File: config.mk
export PLATFORM = sky130hd
export DESIGN_NAME = sdram_queue_buffer_port
export DESIGN_NICKNAME = d
export VERILOG_FILES = /design/src/verilog/sdram_port_pkg.sv /design/src/verilog/stream_fifo.sv /design/src/verilog/queue_fill_monitor.sv /design/src/verilog/sdram_queue_buffer_port.sv
export SDC_FILE = /design/constraint.sdc
export NUM_CORES = 1
export LEC_CHECK = 0
export BUFFER_PORTS_ARGS = -buffer_cell sky130_fd_sc_hd__buf_4
export CAP_MARGIN = 10
export CORE_ASPECT_RATIO = 1.4
export CORE_UTILIZATION = 55
export CTS_CLUSTER_DIAMETER = 60
export DETAILED_ROUTE_END_ITERATION = 12
export GPL_ROUTABILITY_DRIVEN = 1
export PLACE_DENSITY = 0.86
export SYNTH_ARGS = -nofsm -noshare
export SYNTH_HDL_FRONTEND = slang
export SYNTH_HIERARCHICAL = 1
export SYNTH_SLANG_ARGS = --single-unit
export TNS_END_PERCENT = 50
File: constraint.sdc
create_clock -name clk -period 4.8 [get_ports clk]
set_clock_uncertainty 0.15 [all_clocks]
set_input_delay 0.24 -clock clk [delete_from_list [all_inputs] [get_ports clk]]
set_output_delay 0.24 -clock clk [all_outputs]
set_load 0.01 [all_outputs]
File: src/verilog/sdram_port_pkg.sv
package sdram_port_pkg;

    // ==========================================================
    // Widths
    // ==========================================================
    localparam int DATA_W = 32;
    localparam int MASK_W = 4;
    localparam int ADDR_W = 12;
    localparam int BANK_W = 2;
    localparam int ROW_W = 12;
    localparam int COL_W = 8;
    localparam int WORD_ADDR_W = BANK_W + ROW_W + COL_W;
    localparam int WAIT_W = 14;
    localparam int FIFO_DEPTH = 4;
    localparam int FIFO_W = DATA_W + MASK_W;

    // ==========================================================
    // Timing
    // ==========================================================
    localparam int CLK_PERIOD_NS = 10;
    localparam int POWERUP_NS = 100000;
    localparam int T_RP_NS = 20;
    localparam int T_RCD_NS = 20;
    localparam int T_RFC_NS = 70;
    localparam int T_WR_NS = 15;
    localparam int T_REFI_NS = 7800;
    localparam int POWERUP_CYCLES = (POWERUP_NS + CLK_PERIOD_NS - 1) / CLK_PERIOD_NS;
    localparam int T_RP_CYCLES = (T_RP_NS + CLK_PERIOD_NS - 1) / CLK_PERIOD_NS;
    localparam int T_RCD_CYCLES = (T_RCD_NS + CLK_PERIOD_NS - 1) / CLK_PERIOD_NS;
    localparam int T_RFC_CYCLES = (T_RFC_NS + CLK_PERIOD_NS - 1) / CLK_PERIOD_NS;
    localparam int T_WR_CYCLES = (T_WR_NS + CLK_PERIOD_NS - 1) / CLK_PERIOD_NS;
    localparam int T_REFI_CYCLES = T_REFI_NS / CLK_PERIOD_NS;
    localparam int T_MRD_CYCLES = 2;
    localparam int CAS_LATENCY = 2;
    localparam int INIT_REFRESHES = 2;

    // ==========================================================
    // Commands as {cs_n, ras_n, cas_n, we_n}
    // ==========================================================
    localparam logic [3:0] CMD_NOP = 4'h7;
    localparam logic [3:0] CMD_ACTIVATE = 4'h3;
    localparam logic [3:0] CMD_READ = 4'h5;
    localparam logic [3:0] CMD_WRITE = 4'h4;
    localparam logic [3:0] CMD_PRECHARGE = 4'h2;
    localparam logic [3:0] CMD_REFRESH = 4'h1;
    localparam logic [3:0] CMD_MODE_WRITE = 4'h0;
    localparam logic [3:0] CMD_DESELECT = 4'hf;

    // Burst length 1, sequential, latency 2.
    localparam logic [ADDR_W-1:0] MODE_WORD = 12'h020;
    localparam int AUTO_PRECHARGE_BIT = 10;
    localparam logic [MASK_W-1:0] MASK_ALL = 4'hf;

    // ==========================================================
    // Queue sizing
    // ==========================================================
    localparam int TOTAL_FRAMES = 8192;
    localparam int MAX_FRAME_BYTES = 2016;
    localparam int TX_QUEUE_FRAMES = 4096;
    localparam int RX_QUEUE_FRAMES = TOTAL_FRAMES - TX_QUEUE_FRAMES;
    localparam int FRAME_CNT_W = 13;

    // ==========================================================
    // Sequencer states
    // ==========================================================
    typedef enum logic [10:0] {
        ST_POWERUP = 11'h001,
        ST_INIT_PRE = 11'h002,
        ST_INIT_REF = 11'h004,
        ST_INIT_MODE = 11'h008,
        ST_IDLE = 11'h010,
        ST_REFRESH = 11'h020,
        ST_ACTIVATE = 11'h040,
        ST_READ = 11'h080,
        ST_WRITE = 11'h100,
        ST_CAPTURE = 11'h200,
        ST_WAIT = 11'h400
    } seq_state_e;

endpackage

File: src/verilog/stream_fifo.sv
module stream_fifo #(
    parameter int WIDTH = 36,
    parameter int DEPTH = 4
) (
    input wire logic clk,
    input wire logic arst_n,
    input wire logic in_valid,
    output logic in_ready,
    input wire logic [WIDTH-1:0] in_data,
    output logic out_valid,
    input wire logic out_ready,
    output logic [WIDTH-1:0] out_data
);

    localparam int PW = $clog2(DEPTH);
    localparam int CW = $clog2(DEPTH + 1);
    localparam logic [CW-1:0] FULL_COUNT = CW'(DEPTH);

    logic [WIDTH-1:0] mem [DEPTH];
    logic [PW-1:0] wr_ptr, rd_ptr, next_wr_ptr, next_rd_ptr;
    logic [CW-1:0] count, next_count;
    logic push, pop;

    // ==========================================================
    // Pointer and fill logic
    // ==========================================================
    always_comb begin
        push = in_valid && (count != FULL_COUNT);
        pop = out_ready && (count != '0);
        next_wr_ptr = push ? PW'((wr_ptr + 1'b1) % DEPTH) : wr_ptr;
        next_rd_ptr = pop ? PW'((rd_ptr + 1'b1) % DEPTH) : rd_ptr;
        next_count = count;
        if (push && !pop) begin
            next_count = count + 1'b1;
        end else if (pop && !push) begin
            next_count = count - 1'b1;
        end
    end

    always_ff @(posedge clk or negedge arst_n) begin
        if (!arst_n) begin
            wr_ptr <= '0;
            rd_ptr <= '0;
            count <= '0;
        end else begin
            wr_ptr <= next_wr_ptr;
            rd_ptr <= next_rd_ptr;
            count <= next_count;
        end
    end

    always_ff @(posedge clk) begin
        if (push) begin
            mem[wr_ptr] <= in_data;
        end
    end

    assign in_ready = (count != FULL_COUNT);
    assign out_valid = (count != '0);
    assign out_data = mem[rd_ptr];

endmodule

File: src/verilog/queue_fill_monitor.sv
module queue_fill_monitor #(
    parameter int CAPACITY = 4096,
    parameter int CNT_W = 13
) (
    input wire logic clk,
    input wire logic arst_n,
    input wire logic push,
    input wire logic pop,
    input wire logic [CNT_W-1:0] high_watermark,
    output logic overflow,
    output logic high_reached
);

    localparam logic [CNT_W-1:0] CAP = CNT_W'(CAPACITY);

    logic [CNT_W-1:0] count, next_count;
    logic take, give;

    // ==========================================================
    // Frame count; a push into a full queue is lost and flagged
    // ==========================================================
    always_comb begin
        take = push && (count != CAP);
        give = pop && (count != '0);
        next_count = count;
        if (take && !give) begin
            next_count = count + 1'b1;
        end else if (give && !take) begin
            next_count = count - 1'b1;
        end
        overflow = push && (count == CAP);
        high_reached = (next_count != count) && (next_count == high_watermark);
    end

    always_ff @(posedge clk or negedge arst_n) begin
        if (!arst_n) begin
            count <= '0;
        end else begin
            count <= next_count;
        end
    end

endmodule

File: src/verilog/sdram_queue_buffer_port.sv
// What this block does
// Data pins driven only while writing, sampled on reads, released otherwise.
// Twelve address lines carry the row first, then the column of that access.
// Row uses all twelve lines; column uses lines 0 to 9 and 11; this block puts the column on lines 0 to 7 and holds 8, 9 and 11 low.
// Line 10 carries auto-precharge during column commands.
// Two bank lines pick one of four banks for read, write, precharge.
// Active-low row strobe forms activate, precharge and mode write commands.
// Active-low column strobe latches the column as part of the command set.
// Active-low write enable selects writes and precharge behaviour.
// Four byte masks, high means write; mask 0 is bits 7..0.
// Memory clock is a buffered copy of the system clock.
// The board supplies a 100 MHz system clock for everything here.
// Active-low chip select enables every memory access.
// All memory sequencing runs by itself, with no software setup.
// Overflow flag rises on queue overflow, falls on reaching high watermark.
// Overflow flag behaves the same in every configuration mode.
// Drives a 128 Mbit memory directly at up to 100 MHz.
// Queues hold up to 8192 frames of at most 2016 bytes.
// Mode write after reset, then periodic refresh, standard encodings.
module sdram_queue_buffer_port #(
    parameter int POWERUP_WAIT = sdram_port_pkg::POWERUP_CYCLES
) (
    input wire logic clk,
    input wire logic arst_n,
    output logic mem_clock_out,
    output logic mem_chip_select_n,
    output logic mem_row_strobe_n,
    output logic mem_col_strobe_n,
    output logic mem_write_enable_n,
    output logic [sdram_port_pkg::BANK_W-1:0] mem_bank_select,
    output logic [sdram_port_pkg::ADDR_W-1:0] mem_addr,
    output logic [sdram_port_pkg::MASK_W-1:0] mem_byte_write_mask,
    input wire logic [sdram_port_pkg::DATA_W-1:0] mem_data_bus_in,
    output logic [sdram_port_pkg::DATA_W-1:0] mem_data_bus_out,
    output logic mem_data_bus_oe,
    input wire logic cmd_valid,
    output logic cmd_ready,
    input wire logic cmd_write,
    input wire logic [sdram_port_pkg::WORD_ADDR_W-1:0] cmd_addr,
    input wire logic wr_valid,
    output logic wr_ready,
    input wire logic [sdram_port_pkg::DATA_W-1:0] wr_data,
    input wire logic [sdram_port_pkg::MASK_W-1:0] wr_mask,
    output logic rd_valid,
    output logic [sdram_port_pkg::DATA_W-1:0] rd_data,
    output logic init_done,
    input wire logic tx_frame_push,
    input wire logic tx_frame_pop,
    input wire logic rx_frame_push,
    input wire logic rx_frame_pop,
    input wire logic [sdram_port_pkg::FRAME_CNT_W-1:0] tx_high_watermark,
    input wire logic [sdram_port_pkg::FRAME_CNT_W-1:0] rx_high_watermark,
    output logic queue_overflow_flag
);

    localparam int WW = sdram_port_pkg::WAIT_W;
    localparam int RW = $clog2(sdram_port_pkg::T_REFI_CYCLES + 1);
    localparam int DW = sdram_port_pkg::DATA_W;
    localparam int MW = sdram_port_pkg::MASK_W;
    localparam int AW = sdram_port_pkg::ADDR_W;

    // ==========================================================
    // Memory clock
    // ==========================================================
    // A flop cannot reproduce the clock at full rate, so the pin is
    // the clock net itself; commands change on the same edge.
    assign mem_clock_out = clk;

    // ==========================================================
    // Write data buffer
    // ==========================================================
    logic fifo_valid, fifo_pop;
    logic [sdram_port_pkg::FIFO_W-1:0] fifo_data;

    stream_fifo #(
        .WIDTH(sdram_port_pkg::FIFO_W),
        .DEPTH(sdram_port_pkg::FIFO_DEPTH)
    ) u_wr_fifo (
        .clk(clk),
        .arst_n(arst_n),
        .in_valid(wr_valid),
        .in_ready(wr_ready),
        .in_data({wr_mask, wr_data}),
        .out_valid(fifo_valid),
        .out_ready(fifo_pop),
        .out_data(fifo_data)
    );

    // ==========================================================
    // Queue overflow indication
    // ==========================================================
    logic tx_ovf, rx_ovf, tx_hw, rx_hw, next_ovf_flag;

    queue_fill_monitor #(
        .CAPACITY(sdram_port_pkg::TX_QUEUE_FRAMES),
        .CNT_W(sdram_port_pkg::FRAME_CNT_W)
    ) u_tx_queue (
        .clk(clk),
        .arst_n(arst_n),
        .push(tx_frame_push),
        .pop(tx_frame_pop),
        .high_watermark(tx_high_watermark),
        .overflow(tx_ovf),
        .high_reached(tx_hw)
    );

    queue_fill_monitor #(
        .CAPACITY(sdram_port_pkg::RX_QUEUE_FRAMES),
        .CNT_W(sdram_port_pkg::FRAME_CNT_W)
    ) u_rx_queue (
        .clk(clk),
        .arst_n(arst_n),
        .push(rx_frame_push),
        .pop(rx_frame_pop),
        .high_watermark(rx_high_watermark),
        .overflow(rx_ovf),
        .high_reached(rx_hw)
    );

    // No mode input reaches this flag, so every configuration acts alike.
    always_comb begin
        next_ovf_flag = queue_overflow_flag;
        if (tx_ovf || rx_ovf) begin
            next_ovf_flag = 1'b1;
        end else if (tx_hw || rx_hw) begin
            next_ovf_flag = 1'b0;
        end
    end

    always_ff @(posedge clk or negedge arst_n) begin
        if (!arst_n) begin
            queue_overflow_flag <= 1'b0;
        end else begin
            queue_overflow_flag <= next_ovf_flag;
        end
    end

    // ==========================================================
    // Sequencer
    // ==========================================================
    sdram_port_pkg::seq_state_e state, next_state, ret, next_ret;
    logic [WW-1:0] wait_cnt, next_wait_cnt;
    logic [RW-1:0] refi_cnt, next_refi_cnt;
    logic ref_pend, next_ref_pend, refs_left, next_refs_left;
    logic op_write, next_op_write;
    logic [sdram_port_pkg::WORD_ADDR_W-1:0] op_addr, next_op_addr;
    logic [3:0] cmd, next_cmd;
    logic [sdram_port_pkg::BANK_W-1:0] next_bank;
    logic [AW-1:0] next_addr;
    logic [MW-1:0] next_mask;
    logic [DW-1:0] next_dq_out, next_rd_data;
    logic next_dq_oe, next_rd_valid, next_cmd_ready, next_init_done, accept;

    always_comb begin
        next_state = state;
        next_ret = ret;
        next_wait_cnt = wait_cnt;
        next_refs_left = refs_left;
        next_op_write = op_write;
        next_op_addr = op_addr;
        next_cmd = sdram_port_pkg::CMD_NOP;
        next_bank = mem_bank_select;
        next_addr = mem_addr;
        next_mask = sdram_port_pkg::MASK_ALL;
        next_dq_out = mem_data_bus_out;
        next_dq_oe = 1'b0;
        next_rd_data = rd_data;
        next_rd_valid = 1'b0;
        next_init_done = init_done;
        fifo_pop = 1'b0;
        accept = 1'b0;

        // Refresh requests are sticky; a new tick wins over the clear.
        next_refi_cnt = refi_cnt - 1'b1;
        next_ref_pend = ref_pend;
        if (refi_cnt == '0) begin
            next_refi_cnt = RW'(sdram_port_pkg::T_REFI_CYCLES - 1);
        end

        // Every step runs from reset with no programming input.
        case (state)
            sdram_port_pkg::ST_POWERUP: begin
                if (wait_cnt <= WW'(1)) begin
                    next_state = sdram_port_pkg::ST_INIT_PRE;
                end else begin
                    next_wait_cnt = wait_cnt - 1'b1;
                end
            end
            sdram_port_pkg::ST_INIT_PRE: begin
                next_cmd = sdram_port_pkg::CMD_PRECHARGE;
                next_addr[sdram_port_pkg::AUTO_PRECHARGE_BIT] = 1'b1;
                next_refs_left = 1'b1;
                next_state = sdram_port_pkg::ST_WAIT;
                next_wait_cnt = WW'(sdram_port_pkg::T_RP_CYCLES);
                next_ret = sdram_port_pkg::ST_INIT_REF;
            end
            sdram_port_pkg::ST_INIT_REF: begin
                next_cmd = sdram_port_pkg::CMD_REFRESH;
                next_refs_left = 1'b0;
                next_state = sdram_port_pkg::ST_WAIT;
                next_wait_cnt = WW'(sdram_port_pkg::T_RFC_CYCLES);
                next_ret = refs_left ? sdram_port_pkg::ST_INIT_REF : sdram_port_pkg::ST_INIT_MODE;
            end
            sdram_port_pkg::ST_INIT_MODE: begin
                next_cmd = sdram_port_pkg::CMD_MODE_WRITE;
                next_addr = sdram_port_pkg::MODE_WORD;
                next_bank = '0;
                next_state = sdram_port_pkg::ST_WAIT;
                next_wait_cnt = WW'(sdram_port_pkg::T_MRD_CYCLES);
                next_ret = sdram_port_pkg::ST_IDLE;
            end
            sdram_port_pkg::ST_IDLE: begin
                next_init_done = 1'b1;
                if (ref_pend) begin
                    next_state = sdram_port_pkg::ST_REFRESH;
                end else if (cmd_valid && cmd_ready && (!cmd_write || fifo_valid)) begin
                    accept = 1'b1;
                    next_op_write = cmd_write;
                    next_op_addr = cmd_addr;
                    next_state = sdram_port_pkg::ST_ACTIVATE;
                end
            end
            sdram_port_pkg::ST_REFRESH: begin
                next_cmd = sdram_port_pkg::CMD_REFRESH;
                next_state = sdram_port_pkg::ST_WAIT;
                next_wait_cnt = WW'(sdram_port_pkg::T_RFC_CYCLES);
                next_ret = sdram_port_pkg::ST_IDLE;
            end
            sdram_port_pkg::ST_ACTIVATE: begin
                next_cmd = sdram_port_pkg::CMD_ACTIVATE;
                next_bank = op_addr[21:20];
                next_addr = op_addr[19:8];
                next_state = sdram_port_pkg::ST_WAIT;
                next_wait_cnt = WW'(sdram_port_pkg::T_RCD_CYCLES);
                next_ret = op_write ? sdram_port_pkg::ST_WRITE : sdram_port_pkg::ST_READ;
            end
            sdram_port_pkg::ST_READ, sdram_port_pkg::ST_WRITE: begin
                // Column on lines 0..7, lines 8, 9 and 11 held low; line 10 asks for auto-precharge.
                next_addr = {1'b0, 1'b1, 2'b00, op_addr[7:0]};
                next_bank = op_addr[21:20];
                next_state = sdram_port_pkg::ST_WAIT;
                if (state == sdram_port_pkg::ST_WRITE) begin
                    next_cmd = sdram_port_pkg::CMD_WRITE;
                    next_dq_out = fifo_data[DW-1:0];
                    next_dq_oe = 1'b1;
                    next_mask = fifo_data[DW+MW-1:DW];
                    fifo_pop = 1'b1;
                    next_wait_cnt = WW'(sdram_port_pkg::T_WR_CYCLES + sdram_port_pkg::T_RP_CYCLES);
                    next_ret = sdram_port_pkg::ST_IDLE;
                end else begin
                    next_cmd = sdram_port_pkg::CMD_READ;
                    next_wait_cnt = WW'(sdram_port_pkg::CAS_LATENCY);
                    next_ret = sdram_port_pkg::ST_CAPTURE;
                end
            end
            sdram_port_pkg::ST_CAPTURE: begin
                next_rd_data = mem_data_bus_in;
                next_rd_valid = 1'b1;
                next_state = sdram_port_pkg::ST_WAIT;
                next_wait_cnt = WW'(sdram_port_pkg::T_RP_CYCLES);
                next_ret = sdram_port_pkg::ST_IDLE;
            end
            sdram_port_pkg::ST_WAIT: begin
                if (wait_cnt <= WW'(1)) begin
                    next_state = ret;
                end else begin
                    next_wait_cnt = wait_cnt - 1'b1;
                end
            end
            default: begin
                next_state = sdram_port_pkg::ST_POWERUP;
            end
        endcase

        if (next_cmd == sdram_port_pkg::CMD_REFRESH) begin
            next_ref_pend = 1'b0;
        end
        if (refi_cnt == '0) begin
            next_ref_pend = 1'b1;
        end
        next_cmd_ready = (next_state == sdram_port_pkg::ST_IDLE) && !next_ref_pend && !accept;
    end

    always_ff @(posedge clk or negedge arst_n) begin
        if (!arst_n) begin
            state <= sdram_port_pkg::ST_POWERUP;
            ret <= sdram_port_pkg::ST_IDLE;
            wait_cnt <= WW'(POWERUP_WAIT);
            refi_cnt <= RW'(sdram_port_pkg::T_REFI_CYCLES - 1);
            ref_pend <= 1'b0;
            refs_left <= 1'b0;
            op_write <= 1'b0;
            op_addr <= '0;
            cmd <= sdram_port_pkg::CMD_DESELECT;
            mem_bank_select <= '0;
            mem_addr <= '0;
            mem_byte_write_mask <= sdram_port_pkg::MASK_ALL;
            mem_data_bus_out <= '0;
            mem_data_bus_oe <= 1'b0;
            rd_data <= '0;
            rd_valid <= 1'b0;
            cmd_ready <= 1'b0;
            init_done <= 1'b0;
        end else begin
            state <= next_state;
            ret <= next_ret;
            wait_cnt <= next_wait_cnt;
            refi_cnt <= next_refi_cnt;
            ref_pend <= next_ref_pend;
            refs_left <= next_refs_left;
            op_write <= next_op_write;
            op_addr <= next_op_addr;
            cmd <= next_cmd;
            mem_bank_select <= next_bank;
            mem_addr <= next_addr;
            mem_byte_write_mask <= next_mask;
            mem_data_bus_out <= next_dq_out;
            mem_data_bus_oe <= next_dq_oe;
            rd_data <= next_rd_data;
            rd_valid <= next_rd_valid;
            cmd_ready <= next_cmd_ready;
            init_done <= next_init_done;
        end
    end

    // ==========================================================
    // Command pins
    // ==========================================================
    assign mem_chip_select_n = cmd[3];
    assign mem_row_strobe_n = cmd[2];
    assign mem_col_strobe_n = cmd[1];
    assign mem_write_enable_n = cmd[0];

endmodule

---- Word level (Yosys, flattened, before mapping) ----
Memories as Yosys holds them, arrays and structs flattened.
Index checks and enable logic that the tools add are counted.
storage, ports and cells
  memory bits (writable) .................. 144
  memories ................................ 1
  output and inout bits ................... 93
  register bits after elaboration ......... 195
memory list
  memory         depth  bits a word  read ports  clocked after memory_dff  wr ports  line               source
  u_wr_fifo.mem  4      36           1           0                         1         stream_fifo.sv:19  logic [WIDTH-1:0] mem [DEPTH];
operators by class
  $lt $le $gt $ge ......................... 1
  eq/ne operators ......................... 23
  add/subtract/negate cells ............... 10
  bitwise logic cells ..................... 1
  muxes and demuxes ....................... 40
  reductions and logical operators ........ 57
operator list
  kind                                                                    count
  14-bit case mux with 4 select lines                                     1
  11-bit case mux with 5 select lines                                     1
  13-bit two-way mux                                                      4
  11-bit two-way mux                                                      4
  11-bit case mux with 4 select lines                                     1
  10-bit case mux with 3 select lines                                     1
  13-bit by 1-bit adder with 13-bit output, second input constant         2
  13-bit equality test                                                    2
  13-bit equality test, second input constant                             2
  13-bit != test                                                          2
  13-bit != test, second input constant                                   2
  13-bit nonzero test                                                     2
  13-bit by 1-bit subtractor with 13-bit output, second input constant    2
  11-bit by 5-bit equality test with 1-bit output, second input constant  2
  1-bit logical AND                                                       20
  10-bit two-way mux                                                      2
  3-bit case mux with 5 select lines                                      1
  14-bit by 1-bit <= comparator with 1-bit output, second input constant  1
  14-bit two-way mux                                                      1
  14-bit by 1-bit subtractor with 14-bit output, second input constant    1
  1-bit two-way mux                                                       13
  4-bit two-way mux                                                       3
  3-bit OR reduction                                                      4
  11-bit by 1-bit equality test with 1-bit output, second input constant  1
  other kinds (34)                                                        57

---- Depth between registers and ports, before layout ----
Gate-level depths: netlist of the first run.
  depth after elaboration ................. 11
  depth in mapped cells ................... 13
  depth with buffers taken out ............ 11

---- Hierarchy ----
The synthesis of the first run kept the hierarchy.
by module, submodules not included
  module                           area an instance (sq um)  cells an instance  instances
  sdram_queue_buffer_port          6646.4                    526                1
  stream_fifo                      5620.4                    223                1
  queue_fill_monitor (u_tx_queue)  1485.2                    164                1
  queue_fill_monitor (u_rx_queue)  1368.8                    150                1

==> results of run 1 <==
## routing by layer
metal  global-route usage, %  routed length [um]  up-vias
met3                    4.79                2270       93
met5                       0                   0        -
met2                    48.8               19400      397
met1                    31.2               14000     5190
li1                        -                   -     4646
met4                    10.8                1290        0
## synth_stat cells, types with 5 or more instances
master,count
edfxtp_1,144
mux4_2,36
clkbuf_1,31
a2111oi_0,5
dfstp_2,20
mux2_2,90
nor2_1,40
nor4_1,14
or3_1,8
inv_1,27
xor2_1,18
dfrtp_1,170
or4_1,17
nand4_1,19
or4b_2,5
buf_2,21
o211ai_1,8
or2_2,5
nand2b_1,13
a22oi_1,9
a21oi_1,17
ha_1,12
xnor3_1,5
nor3b_1,5
mux2i_1,9
o31ai_1,8
nand2_1,51
a211oi_1,5
o21a_1,7
nand3_1,18
o21ai_0,20
a22o_1,5
buf_6,8
a31oi_1,7
xnor2_1,38
o41ai_1,6
nor3_1,33
and2_1,9
## sequential cells by signal (all words and copies together) (netlist names), 12 cells and up
signal	flops
mem_addr	12
mem_data_bus_out	32
op_addr	22
rd_data	32
u_rx_queue/count	13
u_tx_queue/count	13
u_wr_fifo/mem	144
wait_cnt	14
## cell families after synthesis
logic type                 after synthesis  synth area share, %
xor gates and xnor gates                63                 4.30
and+or+nand+nor                        284                 11.3
other                                    1               0.0248
muxes                                  136                 12.7
DFF                                    334                 60.2
AOI/OAI and AO/OA                      137                 7.06
adders and majority gates               13                 1.13
buffers and inverters                   95                 3.24
## final timing paths
path                                        end  cells after the start
max                         queue_overflow_flag                     13
min                         queue_overflow_flag                      6
max reg2reg                 queue_overflow_flag                     13
min reg2reg                         mem_addr[6]                      2
max in group asynchronous  mem_data_bus_out[12]                      3
min in group asynchronous   u_rx_queue/count[7]                      2
## cells in the final DEF (no fill, tap or decap), drive strengths merged, types with 36 or more instances in the layout
cell | Yosys | routed
mux2 | 91 | 91
nor2 | 40 | 40
xnor2 | 38 | 38
dlygate4sd3 | 0 | 105
buf | 36 | 227
dfrtp | 170 | 170
clkbuf | 31 | 41
edfxtp | 144 | 144
nand2 | 51 | 51
mux4 | 36 | 36
## metrics by stage
stage	instances	hold WS (ns)	setup WS, ns	cell area (um2)	total power, mW
floorplan	1063	-0.206	1.32	15100	5.11
global placement	1589	0.182	1.11	16900	5.49
detailed placement	1589	0.182	1.10	16900	5.58
CTS	1754	0.0251	0.181	19200	8.39
global route	1754	0.0789	0.0178	19200	8.76
finish	1754	0.0393	0.304	19200	8.39
## worst register-to-register path: stages, from the launching register on
cell and delay (ns):
dfrtp_1 0.47, inv_1 0.09, ha_1 0.26, nor3b_2 0.30, nand3_1 0.29, a2111oi_1 0.61
nor3_1 0.14, o21ai_0 0.19, nand4_1 0.10, dlygate4sd3_1 0.57, nor4bb_1 0.27, dlygate4sd3_1 0.60
nor2_1 0.05, a211o_1 0.28
## cell type report
class | count | area [um2] | share of cell area, %
Multi-Input combinational cell | 634 | 5550 | 29.0
Clock inverter | 20 | 219 | 1.14
Inverter | 28 | 105 | 0.548
Timing Repair Buffer | 332 | 2760 | 14.4
Tap cell | 365 | 457 | 2.38
Clock buffer | 41 | 966 | 5.04
Sequential cell | 334 | 9100 | 47.5
## what timing repair did
action                                  4_1_cts  5_1_grt
hold endpoints to repair                    317        0
resized for setup                             0        2
hold buffers                                105        0
endpoints found under the setup margin        0        1
## power by group
group | internal [mW] | leakage, nW | switching [mW] | total, mW
combinational | 0.783 | 3.62 | 0.915 | 1.70
sequential | 3.51 | 3.78 | 0.423 | 3.94
clock | 1.61 | 0.591 | 1.14 | 2.75
==> run metrics, run 1 <==
fin. max-slew vios 0; ys async rst share 56.9%; crit end category flip-flop; I/O pins 218; Core Footprint 26,900 um2; vias in the first global route 11,010; Vias/cell 5.89; Yosys warnings 6; # Post-CTS Setup Buffers 0; routed len/inst 21.0 um; gp weighted congestion 0.910; post-layout util 71.2%; CP max stage delay 0.61 ns; endpoints failing setup 0; Syn Std Cell Area 15,100 um2; Yosys top cell area share 28.6%; FMAX 222 MHz; Final ANT Viol Nets 0; Post-synth EDFFs 144; CTS tree yes; status finished, final reports clean; HPWL Detailed 22.5 mm; Slew HR 20.4%; DIE AREA 28,200 um2; worst hold-check path type primary input to flip-flop; initial DRC count 637; Critical Path AT 4.90 ns; largest net degree at the start of global routing 116; fraction of layout cells with a size suffix above 1 34.3%; Worst path slowest cell a2111oi_1; post-synthesis sequential area ratio 60.2%; Vias 10,326; Syn Inst Count 1,063; fin crit period 4.50 ns; Final period util 93.7%; width of the die 142 um; crit path cell chain inv_1 -> ha_1 -> nor3b_2 -> nand3_1 -> a2111oi_1 -> nor3_1 -> o21ai_0 -> nand4_1 -> dlygate4sd3_1 -> nor4bb_1 -> dlygate4sd3_1 -> nor2_1 -> a211o_1; DRC errors left 0; total negative setup slack 0 ns; Syn Nets 1,201; Port Buffers 217; FF+latch count, synth 334; Starting Density 56.2%; CP required 5.21 ns; Hold Crit Start tx_high_watermark[12]; Cell Rows 71; Post-Syn Area per Cell 14.2 um2; clock slew at reported path FFs 0.06 ns; Total Wirelength 36.9 mm; Area Overhead vs Synth 26.7%; Worst setup SP type flip-flop; Worst-Skew Late Latency 0.67 ns; DIE HEIGHT 198 um; nets 1,503; grt total ovfl 0; maximum vdd drop 0.000404 V; # diodes 0; All-Layer GR Usage 26.9%; main flop type after synthesis dfrtp_1; Pwr Density 438 nW/um2; first-pass GRT wire length 58.5 mm; fillcell total 1,721; largest area contributor in the netlist edfxtp_1; Pre-Repair DR Iteration Count 5; Final Hold Viols 0; crit path from u_rx_queue/count[0]; top post-synthesis cells by area edfxtp_1 29%, dfrtp_1 28%, mux2_2 6.7%, mux4_2 5.4%, dfstp_2 3.5%; kind of critical path flip-flop to flip-flop; crit-path leading delay family buffers and inverters; MaxCap Viol Count 0; Crit path top cell by count dlygate4sd3_1; Worst Tran Pin Value 1.19 ns; CP max FO 8; Crit path buffers/inverters 3; Pleak 7.99 nW; synth unique cells 91; initial antenna violation count 0; RSZ-0062 raised after global routing no; Worst R2R Setup Slack 0.30 ns; FF-to-FF Start u_rx_queue/count[0]
Note: power is estimated with default switching activity, not from simulation.
==> run 2, diff against run 1 <==
- ABC_CLOCK_PERIOD_IN_PS: unset -> 4800
- SETUP_SLACK_MARGIN: unset -> 0.5
==> run 2 against run 1 <==
Effect of this change:
- setup slack improved by 0.51 ns
- utilization unchanged
- flip-flop and latch count did not move
- combinational power hardly changed
- critical path type unchanged
- highest routed layer unchanged
==> run metrics, run 2 (synthesized netlist as in run 1, its figures left out) <==
status finished, final reports clean; CP max stage delay 0.57 ns; Area Overhead vs Synth 26.7%; Worst path slowest cell a2111oi_1; Final period util 83.1%; Pwr Density 438 nW/um2; clock slew at reported path FFs 0.06 ns; routed len/inst 21.0 um; largest registers u_wr_fifo/mem x144, mem_data_bus_out x32, rd_data x32; Pleak 7.99 nW; dpl cells 1,589; width of the die 142 um; DRC errors left 0; Seq pwr share 46.9%; commonest non-fill, non-tap cell in the layout buf_4; Sw Ratio 29.5%; DIE HEIGHT 198 um; HPWL Detailed 22.5 mm; CP max FO 8; fillcell total 1,722; initial antenna violation count 0; internal power 5.91 mW; Post-DP Area 16,900 um2; clock share of power 32.8%; maximum vdd drop 0.000404 V; Vias 10,342; Pre-Repair DR Iteration Count 5; I/O pins 218; Top reg by flops u_wr_fifo/mem; # diodes 0; FMAX 251 MHz; fin. max-slew vios 0; first-pass GRT wire length 58.5 mm; fraction of layout cells with a size suffix above 1 34.3%; worst hold-check path type primary input to flip-flop; Psw 2.48 mW; Starting Density 56.2%; MaxCap Viol Count 0; Worst setup SP type flip-flop; endpoints failing setup 0; grt total ovfl 0; fin crit period 3.99 ns; Largest register FFs 144; dpl ws 1.10 ns; Core Footprint 26,900 um2; Gate power share 20.3%; initial DRC count 575; largest net degree at the start of global routing 116; Worst-Skew Late Latency 0.67 ns; vias in the first global route 11,034; gp weighted congestion 0.910; Worst R2R Setup Slack 0.81 ns; DIE AREA 28,200 um2; Cell Rows 71; crit end category flip-flop; RSZ-0062 raised after global routing no; Final Hold Viols 0; Port Buffers 217; setup ws final 0.810 ns; All-Layer GR Usage 26.9%; CTS tree yes; post-layout util 71.2%; CP required 5.21 ns; Hold Slack 0.0380 ns; Worst Tran Pin Value 1.19 ns; Final ANT Viol Nets 0; Vias/cell 5.90; Slew HR 20.3%; Critical Path AT 4.40 ns; # Post-CTS Setup Buffers 0; most frequent cells in the layout 227 x buf_4, 169 x dfrtp_1, 144 x edfxtp_1, 105 x dlygate4sd3_1, 90 x mux2_2; Overall Power 8.39 mW; Finished Layout Cells 1,754; Total Wirelength 36.9 mm; design area 19,200 um2; crit path cell chain inv_1 -> ha_1 -> nor3b_2 -> nand3_1 -> a2111oi_1 -> nor3_1 -> o21ai_0 -> nand4_1 -> dlygate4sd3_1 -> nor4bb_1 -> nor2_1 -> a211o_1; nets 1,503; kind of critical path flip-flop to flip-flop; total negative setup slack 0 ns
==> run 2: layout make-up <==
type                            count  area (um2)  area share, %
Clock buffer                       41         966           5.04
Clock inverter                     20         219           1.14
Inverter                           28         105          0.548
Multi-Input combinational cell    634        5550           29.0
Sequential cell                   334        9100           47.5
Tap cell                          365         457           2.38
Timing Repair Buffer              332        2760           14.4
==> run 2: worst paths after layout <==
check,startpoint,endpoint,depth (start not counted)
max,u_rx_queue/count[0],queue_overflow_flag,12
min,tx_high_watermark[12],queue_overflow_flag,6
max reg2reg,u_rx_queue/count[0],queue_overflow_flag,12
min reg2reg,mem_addr[6],mem_addr[6],2
max in group asynchronous,arst_n,mem_data_bus_out[12],3
min in group asynchronous,arst_n,u_rx_queue/count[7],2
==> run 2: timing repair <==
item	CTS	global route
hold endpoints to repair	317	0
setup endpoints to repair	0	1
gates resized for setup	0	2
hold buffers	105	0
==> run 2: power by group through the flow <==
stage | clock network [mW] | logic [mW] | registers [mW]
floorplan | 0.0172 | 1.34 | 3.75
global placement | 0.0172 | 1.55 | 3.92
detailed placement | 0.0172 | 1.60 | 3.97
CTS | 2.79 | 1.69 | 3.92
global route | 2.91 | 1.86 | 4.00
finish | 2.75 | 1.70 | 3.94
==> run 2: worst max-delay path, delay by kind of cell (launching register included) <==
family	cells	cell delay [ns]
flops	1	0.47
buf+inv	2	0.66
compound gates	3	1.05
simple gates	6	1.28
fa+ha+maj	1	0.26
==> run 2: metal layers <==
metal	global-route usage, %	share of wire (%)
met5	0	0
met4	11.2	3.5
met3	4.79	6.5
met2	48.7	53
met1	31.1	38
